--- src/rtl/mcu_port_pkg.sv ---
package mcu_port_pkg;

    // bus geometry
    localparam int DATA_W      = 18;
    localparam int FIFO_DEPTH  = 16;
    localparam int FIFO_W      = DATA_W + 1;
    localparam int FIFO_RS_BIT = DATA_W;
    localparam int CNT_W       = 8;

    // clock and reference timing, in ns
    localparam int CLK_PERIOD_NS         = 10;
    localparam int REF_CYCLE_PERIOD_NS   = 10;
    localparam int REF_CYCLE_MIN_NS      = 9;
    localparam int REF_CYCLE_MAX_M68_NS  = 155;

    // strobe timing, in reference clock cycles; setup and hold in mclk cycles
    localparam int STROBE_LOW_WIDTH_REF     = 1;
    localparam int STROBE_LOW_MAX_M68_REF   = 100;
    localparam int STROBE_HIGH_WIDTH_REF    = 1;
    localparam int FIRST_READ_DELAY_REF     = 5;
    localparam int SETUP_CYC_INT            = 1;
    localparam int HOLD_CYC_INT             = 1;

    // least time: round up to whole mclk cycles, never below one
    function automatic int ref_to_cycles(input int n_ref);
        int c;
        c = (n_ref * REF_CYCLE_PERIOD_NS + CLK_PERIOD_NS - 1) / CLK_PERIOD_NS;
        return (c < 1) ? 1 : c;
    endfunction

    // longest time: round down
    function automatic int ref_to_cycles_max(input int n_ref);
        int c;
        c = (n_ref * REF_CYCLE_PERIOD_NS) / CLK_PERIOD_NS;
        return (c < 1) ? 1 : c;
    endfunction

    localparam logic [CNT_W-1:0] STROBE_LOW_CYC   = CNT_W'(ref_to_cycles(STROBE_LOW_WIDTH_REF));
    localparam logic [CNT_W-1:0] STROBE_HIGH_CYC  = CNT_W'(ref_to_cycles(STROBE_HIGH_WIDTH_REF));
    localparam logic [CNT_W-1:0] FIRST_READ_CYC   = CNT_W'(ref_to_cycles(FIRST_READ_DELAY_REF));
    localparam logic [CNT_W-1:0] READ_LOW_CYC     = CNT_W'(ref_to_cycles(FIRST_READ_DELAY_REF) + 1);
    localparam logic [CNT_W-1:0] STROBE_MAX_CYC   = CNT_W'(ref_to_cycles_max(STROBE_LOW_MAX_M68_REF));
    localparam logic [CNT_W-1:0] SETUP_CYC        = CNT_W'(SETUP_CYC_INT);
    localparam logic [CNT_W-1:0] HOLD_CYC         = CNT_W'(HOLD_CYC_INT);
    localparam logic [CNT_W-1:0] CNT_ONE          = 8'h01;
    localparam logic [CNT_W-1:0] CNT_ZERO         = 8'h00;

    // register/data select levels
    localparam logic RS_COMMAND = 1'b0;
    localparam logic RS_DATA    = 1'b1;

    // lane masks per transfer width
    localparam logic [DATA_W-1:0] MASK_8  = 18'h000ff;
    localparam logic [DATA_W-1:0] MASK_9  = 18'h001ff;
    localparam logic [DATA_W-1:0] MASK_16 = 18'h0ffff;
    localparam logic [DATA_W-1:0] MASK_18 = 18'h3ffff;
    localparam logic [DATA_W-1:0] DATA_ZERO = 18'h00000;

    typedef enum logic [1:0] {BUS_WIDTH_8, BUS_WIDTH_9, BUS_WIDTH_16, BUS_WIDTH_18} bus_width_t;
    typedef enum logic {MODE_I80, MODE_M68} port_mode_t;

    function automatic logic [DATA_W-1:0] width_mask(input bus_width_t w, input logic [DATA_W-1:0] d);
        logic [DATA_W-1:0] m;
        case (w)
            BUS_WIDTH_8:  m = MASK_8;
            BUS_WIDTH_9:  m = MASK_9;
            BUS_WIDTH_16: m = MASK_16;
            default:      m = MASK_18;
        endcase
        return d & m;
    endfunction

endpackage

--- src/rtl/word_fifo.sv ---
`timescale 1ns/1ns
module word_fifo
#(
    parameter int WIDTH = 19,
    parameter int DEPTH = 16
)
(
    input  wire logic             clk,
    input  wire logic             rst_n,
    input  wire logic             in_valid,
    output logic                  in_ready,
    input  wire logic [WIDTH-1:0] in_data,
    output logic                  out_valid,
    input  wire logic             out_ready,
    output logic      [WIDTH-1:0] out_data
);
    localparam int PTR_W = (DEPTH > 1) ? $clog2(DEPTH) : 1;
    localparam int CNT_W = $clog2(DEPTH + 1);
    localparam logic [CNT_W-1:0] FULL_COUNT = CNT_W'(DEPTH);
    localparam logic [PTR_W-1:0] LAST_PTR   = PTR_W'(DEPTH - 1);

    logic [WIDTH-1:0] mem [DEPTH];
    logic [PTR_W-1:0] wr_ptr;
    logic [PTR_W-1:0] rd_ptr;
    logic [CNT_W-1:0] count;
    logic [CNT_W-1:0] next_count;
    logic             push;
    logic             pop;

    assign out_valid = (count != '0);
    assign out_data  = mem[rd_ptr];
    assign push      = in_valid && in_ready;
    assign pop       = out_valid && out_ready;

    // occupancy follows push and pop together
    always_comb
    begin
        next_count = count;
        if (push && !pop)
            next_count = count + 1'b1;
        else if (pop && !push)
            next_count = count - 1'b1;
    end

    always_ff @(posedge clk or negedge rst_n)
    begin
        if (!rst_n)
        begin
            count    <= '0;
            in_ready <= 1'b0;
        end
        else
        begin
            count    <= next_count;
            in_ready <= (next_count != FULL_COUNT); // registered so the ready never glitches
        end
    end

    // pointers wrap at depth, so depth need not be a power of two
    always_ff @(posedge clk or negedge rst_n)
    begin
        if (!rst_n)
        begin
            wr_ptr <= '0;
            rd_ptr <= '0;
        end
        else
        begin
            if (push)
                wr_ptr <= (wr_ptr == LAST_PTR) ? '0 : wr_ptr + 1'b1;
            if (pop)
                rd_ptr <= (rd_ptr == LAST_PTR) ? '0 : rd_ptr + 1'b1;
        end
    end

    // storage has no reset, only the pointers and the count matter
    always_ff @(posedge clk)
    begin
        if (push)
            mem[wr_ptr] <= in_data;
    end

endmodule // word_fifo

--- src/rtl/mcu_parallel_host_port.sv ---
`timescale 1ns/1ns
module mcu_parallel_host_port
    import mcu_port_pkg::*;
(
    input  wire logic              mclk,
    input  wire logic              resetn,
    // write queue: commands and data words
    input  wire logic              wr_valid,
    output logic                   wr_ready,
    input  wire logic              wr_rs,
    input  wire logic [DATA_W-1:0] wr_data,
    // read request, held until rd_done
    input  wire logic              rd_req,
    input  wire logic              rd_rs,
    output logic      [DATA_W-1:0] rd_data,
    output logic                   rd_done,
    // configuration levels, sampled at the start of each access; busy status
    input  wire port_mode_t        mode,
    input  wire logic              m68_cs_strobe,
    input  wire bus_width_t        bus_width,
    output logic                   busy,
    // controller pins
    output logic                   cs_n,
    output logic                   wr_n,
    output logic                   rd_n,
    output logic                   reg_data_select,
    output logic      [DATA_W-1:0] host_data_bus_out,
    input  wire logic [DATA_W-1:0] host_data_bus_in,
    output logic                   host_data_bus_oe_n
);

    typedef enum logic [2:0] {ST_IDLE, ST_SETUP, ST_ACTIVE, ST_RELEASE, ST_GAP} state_t;

    ////////////////////////////////////////////////////////////////////////////////////////////////
    // timing sanity on the package constants

    // reference period within its legal window
    localparam bit REF_PERIOD_OK = (REF_CYCLE_PERIOD_NS >= REF_CYCLE_MIN_NS) &&
                                   (REF_CYCLE_PERIOD_NS <= REF_CYCLE_MAX_M68_NS);
    // longest low window stays under the M68 ceiling
    localparam bit LOW_WIDTH_OK  = (READ_LOW_CYC <= STROBE_MAX_CYC) && (STROBE_LOW_CYC <= STROBE_MAX_CYC);

    ////////////////////////////////////////////////////////////////////////////////////////////////
    // write queue

    logic              fifo_valid;
    logic              fifo_pop;
    logic [FIFO_W-1:0] fifo_word;

    word_fifo
    #(
        .WIDTH (FIFO_W),
        .DEPTH (FIFO_DEPTH)
    )
    u_wr_fifo
    (
        .clk       (mclk),
        .rst_n     (resetn),
        .in_valid  (wr_valid),
        .in_ready  (wr_ready),
        .in_data   ({wr_rs, wr_data}),
        .out_valid (fifo_valid),
        .out_ready (fifo_pop),
        .out_data  (fifo_word)
    );

    ////////////////////////////////////////////////////////////////////////////////////////////////
    // access selection and latched attributes

    state_t            state;
    state_t            next_state;
    logic [CNT_W-1:0]  cnt;
    logic              start_write;
    logic              start_read;
    logic              acc_write;
    logic              acc_rs;
    logic [DATA_W-1:0] acc_data;
    port_mode_t        acc_mode;
    logic              acc_cs_strobe;
    bus_width_t        acc_width;
    logic              next_write;
    logic              next_rs;
    logic [DATA_W-1:0] next_data;
    port_mode_t        next_mode;
    logic              next_cs_strobe;
    bus_width_t        next_width;
    logic [CNT_W-1:0]  active_len;
    logic              phase_end;

    // queued writes go first, so a read never overtakes the command that set it up
    assign start_write = (state == ST_IDLE) && fifo_valid && REF_PERIOD_OK && LOW_WIDTH_OK;
    assign start_read  = (state == ST_IDLE) && !fifo_valid && rd_req && REF_PERIOD_OK && LOW_WIDTH_OK;
    assign fifo_pop    = start_write;

    // attributes as they will stand after this edge
    always_comb
    begin
        next_write     = acc_write;
        next_rs        = acc_rs;
        next_data      = acc_data;
        next_mode      = acc_mode;
        next_cs_strobe = acc_cs_strobe;
        next_width     = acc_width;
        if (start_write || start_read)
        begin
            next_write     = start_write;
            next_rs        = start_write ? fifo_word[FIFO_RS_BIT] : rd_rs;
            next_data      = start_write ? width_mask(bus_width, fifo_word[DATA_W-1:0]) : DATA_ZERO;
            next_mode      = mode;
            next_cs_strobe = m68_cs_strobe;
            next_width     = bus_width;
        end
    end

    // mode and width are frozen for the whole access
    always_ff @(posedge mclk or negedge resetn)
    begin
        if (!resetn)
        begin
            acc_write     <= 1'b0;
            acc_rs        <= RS_COMMAND;
            acc_data      <= DATA_ZERO;
            acc_mode      <= MODE_I80;
            acc_cs_strobe <= 1'b0;
            acc_width     <= BUS_WIDTH_18;
        end
        else
        begin
            acc_write     <= next_write;
            acc_rs        <= next_rs;
            acc_data      <= next_data;
            acc_mode      <= next_mode;
            acc_cs_strobe <= next_cs_strobe;
            acc_width     <= next_width;
        end
    end

    ////////////////////////////////////////////////////////////////////////////////////////////////
    // sequencer

    // read window covers first read delay
    assign active_len = acc_write ? STROBE_LOW_CYC : READ_LOW_CYC;

    always_comb
    begin
        case (state)
            ST_SETUP:   phase_end = (cnt == SETUP_CYC - CNT_ONE);
            ST_ACTIVE:  phase_end = (cnt == active_len - CNT_ONE);
            ST_RELEASE: phase_end = (cnt == HOLD_CYC - CNT_ONE);
            ST_GAP:     phase_end = (cnt == STROBE_HIGH_CYC - CNT_ONE);
            default:    phase_end = 1'b1;
        endcase
    end

    always_comb
    begin
        next_state = state;
        case (state)
            ST_IDLE:
            begin
                if (start_write || start_read)
                    next_state = ST_SETUP;
            end
            ST_SETUP:
            begin
                if (phase_end)
                    next_state = ST_ACTIVE;
            end
            ST_ACTIVE:
            begin
                if (phase_end)
                    next_state = ST_RELEASE;
            end
            ST_RELEASE:
            begin
                if (phase_end)
                    next_state = ST_GAP;
            end
            ST_GAP:
            begin
                if (phase_end)
                    next_state = ST_IDLE;
            end
            default:
            begin
                next_state = ST_IDLE;
            end
        endcase
    end

    always_ff @(posedge mclk or negedge resetn)
    begin
        if (!resetn)
            state <= ST_IDLE;
        else
            state <= next_state;
    end

    // phase counter restarts on every state change
    always_ff @(posedge mclk or negedge resetn)
    begin
        if (!resetn)
            cnt <= CNT_ZERO;
        else if (next_state != state)
            cnt <= CNT_ZERO;
        else
            cnt <= cnt + CNT_ONE;
    end

    ////////////////////////////////////////////////////////////////////////////////////////////////
    // pin drive, registered from the next state so pins change on clean edges

    logic in_frame;
    logic strobe_on;

    assign in_frame  = (next_state == ST_SETUP) || (next_state == ST_ACTIVE) || (next_state == ST_RELEASE);
    assign strobe_on = (next_state == ST_ACTIVE);

    always_ff @(posedge mclk or negedge resetn)
    begin
        if (!resetn)
        begin
            cs_n <= 1'b1;
            wr_n <= 1'b1;
            rd_n <= 1'b1;
        end
        else if (next_mode == MODE_I80)
        begin
            cs_n <= !in_frame;
            wr_n <= !(strobe_on && next_write);
            rd_n <= !(strobe_on && !next_write);
        end
        else if (next_cs_strobe)
        begin
            cs_n <= !strobe_on;
            wr_n <= !in_frame;
            rd_n <= in_frame ? !next_write : 1'b1;
        end
        else
        begin
            cs_n <= !in_frame;
            // enable pulse, latched on its rise
            wr_n <= !strobe_on;
            rd_n <= in_frame ? !next_write : 1'b1;
        end
    end

    // select and write data hold through the release cycle, past the rising strobe
    always_ff @(posedge mclk or negedge resetn)
    begin
        if (!resetn)
        begin
            reg_data_select    <= RS_COMMAND;
            host_data_bus_out  <= DATA_ZERO;
            host_data_bus_oe_n <= 1'b1;
        end
        else
        begin
            if (in_frame)
                reg_data_select <= next_rs;
            // data stable across the rising edge
            if (in_frame && next_write)
                host_data_bus_out <= next_data;
            host_data_bus_oe_n <= !(in_frame && next_write); // released for reads, no contention
        end
    end

    ////////////////////////////////////////////////////////////////////////////////////////////////
    // read capture and status

    // sampled in the last low cycle; inputs are taken as synchronous to mclk
    always_ff @(posedge mclk or negedge resetn)
    begin
        if (!resetn)
        begin
            rd_data <= DATA_ZERO;
            rd_done <= 1'b0;
        end
        else
        begin
            rd_done <= 1'b0;
            // sample only after the first read delay
            if ((state == ST_ACTIVE) && phase_end && !acc_write)
            begin
                rd_data <= width_mask(acc_width, host_data_bus_in);
                rd_done <= 1'b1;
            end
        end
    end

    always_ff @(posedge mclk or negedge resetn)
    begin
        if (!resetn)
            busy <= 1'b0;
        else
            busy <= (next_state != ST_IDLE);
    end

endmodule // mcu_parallel_host_port

--- config.mk ---
export PLATFORM = sky130hd
export DESIGN_NAME = mcu_parallel_host_port
export DESIGN_NICKNAME = d
export VERILOG_FILES = /design/src/rtl/mcu_port_pkg.sv /design/src/rtl/word_fifo.sv /design/src/rtl/mcu_parallel_host_port.sv
export SDC_FILE = /design/constraint.sdc
export NUM_CORES = 1
export LEC_CHECK = 0
export BUFFER_PORTS_ARGS = -buffer_cell sky130_fd_sc_hd__clkbuf_2
export CORE_MARGIN = 2
export CORE_UTILIZATION = 65
export CTS_CLUSTER_SIZE = 28
export DETAILED_ROUTE_END_ITERATION = 6
export PLACE_DENSITY = 0.84
export SLEW_MARGIN = 20
export SYNTH_ARGS = -nofsm -noshare
export SYNTH_HDL_FRONTEND = slang
export SYNTH_SLANG_ARGS = --single-unit
--- constraint.sdc ---
create_clock -name mclk -period 6.32 [get_ports mclk]
set_input_delay 0 -clock mclk [delete_from_list [all_inputs] [get_ports mclk]]
set_output_delay 0 -clock mclk [all_outputs]
set_load 0.03 [all_outputs]
==> metrics.cfg <==
[sta]
tns_ns=0
drv_slew=0
setup_viol=0
setup_slack_ns=2.856
max-slew-margin-rel_pct=25.51
rsz0062_at_grt=no
period_needed_ns=3.464
hold_violations=0
finClkSkew_ns=0.02077
tightest_slew_ns=1.109
finalCritPeriodShare_pct=54.80
max_freq_mhz=288.7

[routing]
wl_met1_um=13770
first_iter_violations=1205
dr_wl_met3_um=3104
wl_per_cell_um=27.18
drt_pass1_iterations=5
top_layer_used=met4
routed_via_density=6.552
drc=0
wl_um=37000
route.met2.wl_um=18840
via_count=8917
drtAntennaViolNets=0

[die]
ios=90
initial_core_util_pct=66.51
fp.dieW_um=159.4
fp.coreArea_um2=23610
die-area_um2=25420
fp.dieH_um=159.4
num_rows=56

[clock_tree]
root_buffer=clkbuf_16
cts.reportedPaths.clkPinSlew_ns=0.06
cts_tree=yes
clock-sinks=396
clkLatencyLatePin_ns=0.54
cts-buffers-inserted=39
htree_levels=2
clock_path_buffers=3
cts_setup_buffers=0

[cells_and_area]
register_area_um2=11440
final_common_cell=edfxtp_1
fillers=1171
final_cell_mix=edfxtp_1, clkbuf_2, dfrtp_1
layoutNonFillerInstCount=1361
fin_area_um2=18320
multi_input_area_um2=4064
syn2layout_area_growth_pct=16.67
nets=1067
drive_gt1_share_pct=27.57

[critical_path]
worstSetupStartpointType=flip-flop
rrSetupSlack_ns=2.86
crit_fanout=53
critPathLaunch=u_wr_fifo.rd_ptr[0]
rr_startpoint=u_wr_fifo.rd_ptr[0]
reg2reg_depth=6
r2r-end=host_data_bus_out[8]
worstPathRequired_ns=6.73
worstSetupPathType=reg2reg
cp.arrival_ns=3.87
end_kind=flip-flop

[grt]
overflow=0
grt_use_total_pct=29.82
grt_pass1_vias=9271
grt_pass1_wl_um=56120
antenna_found_initial=1
grt_max_degree=70

[logic_synthesis]
synthXorXnorAreaFrac_pct=0.7808
ys_seq_area_share_pct=72.83
syn_inst=848
synth-adder-area-share_pct=0.7967
ys_async_sr_fraction_pct=23.23
syn_area_um2=15710
yosysWarningCount=0
synth_cell_types=57
synth_edf_count=304
ys_ff_latch=396
synthTopCellsByArea=edfxtp_1, dfrtp_1, mux4_2
synth_ff_type=edfxtp_1
synthesis.nets=904
yosys.area.top_type=edfxtp_1
synth_compound_area_share_pct=4.692
synth_top_family_by_area=multiplexers
synth-simple-area-share_pct=4.756
avgSynthCellArea_um2=18.52
synth.area.mux_share_pct=14.56
netlist.area_leader.share_pct=58.13

[pwr]
cellPowerDensity_nw_per_um2=476.2
vdd_drop_max_mv=0.3052
leakage_uw=0.006685

[worst_hold_path]
whs_endpoint=u_wr_fifo.wr_ptr[2]
hold_start=wr_valid
min_path_cells=4
hold_class=in2reg

[flow_run]
drv_cap=0

[placed_design]
place_ws_ns=2.937
placed_cells=1238
numPortBuffers=89
place_area_um2=16540
dpl.hpwl_um=18900
routabilityCongestion=0.7919

[run_status]
run_status=completed

[per-stage QoR]
step	util (%)	hold WS (ns)	power [uW]
after floorplan	-	-0.2956	5604
after global placement	70.02	-0.04148	6224
after detailed placement	70.03	-0.02821	6339
after CTS	77.37	0.04429	8637
after global routing	77.60	0.1027	9046
final	77.60	0.04954	8726
[cells in the mapped netlist (9+ instances only)]
| library cell | instances |
|---|---|
| a22o_1 | 9 |
| a22oi_1 | 18 |
| and2_1 | 15 |
| clkbuf_1 | 23 |
| dfrtp_1 | 86 |
| edfxtp_1 | 304 |
| ha_1 | 10 |
| inv_1 | 11 |
| mux2_2 | 13 |
| mux2_4 | 18 |
| mux2i_1 | 27 |
| mux4_2 | 71 |
| nand2_1 | 57 |
| nand3_1 | 22 |
| nor2_1 | 16 |
| o211ai_1 | 15 |
| o21ai_0 | 11 |
| o21ai_1 | 13 |
| xnor2_1 | 10 |
[worst max-delay path, cell delays in order, from the launching register on]
cell and delay (ns):
dfrtp_4 1.07, buf_4 0.46, mux4_2 0.55, a22o_1 0.27, a221oi_1 0.48, o21ai_1 0.21
mux2_4 0.29
[worst max-delay path by stage]
stage	endpoint	depth (start not counted)
detailed placement	host_data_bus_out[8]	6
global route	host_data_bus_out[8]	6
finish	host_data_bus_out[8]	6
global placement	host_data_bus_out[9]	5
CTS	host_data_bus_out[8]	6
floorplan	wr_n	7
[area by class of cell]
type | instances | share of cell area (%)
antenna | 1 | 0.01366
timing repair buffer | 162 | 6.282
clock buffer | 58 | 5.941
multi-input combinational | 401 | 22.18
inverter | 11 | 0.2253
clock inverter | 13 | 0.7306
tap | 319 | 2.178
sequential | 396 | 62.45
[routing by layer]
metal  vias to the layer above  global-route usage, %
met3                        94                  5.496
li1                       3704                      -
met1                      4542                  39.44
met2                       577                  50.38
met4                         0                  11.20
met5                         -                      0
[state kept, by name, summed over array words and instances (netlist names), 2 cells and up]
register	flops
acc_data	18
acc_width	2
cnt	8
host_data_bus_out	18
rd_data	18
state	3
u_wr_fifo.count	5
u_wr_fifo.mem	304
u_wr_fifo.rd_ptr	4
u_wr_fifo.wr_ptr	4
[logic make-up after synthesis]
kind of cell | after synthesis
simple gates | 148
buf+inv | 51
fa+ha+maj | 10
mux | 129
compound gates | 100
flops | 396
xor+xnor | 14
[what timing repair did]
item / CTS / global route
endpoints found under the setup margin: 0 / 0
resized for setup: 0 / 0
endpoints found under the hold margin: 366 / 0
hold buffers: 50 / 0
[report_power, final]
part | leakage [uW] | switching [uW] | internal (uW)
Sequential | 0.00387 | 382 | 3270
Clock | 0.000593 | 938 | 1280
Combinational | 0.00222 | 1600 | 1250
Power figures use the tool's default switching activity.
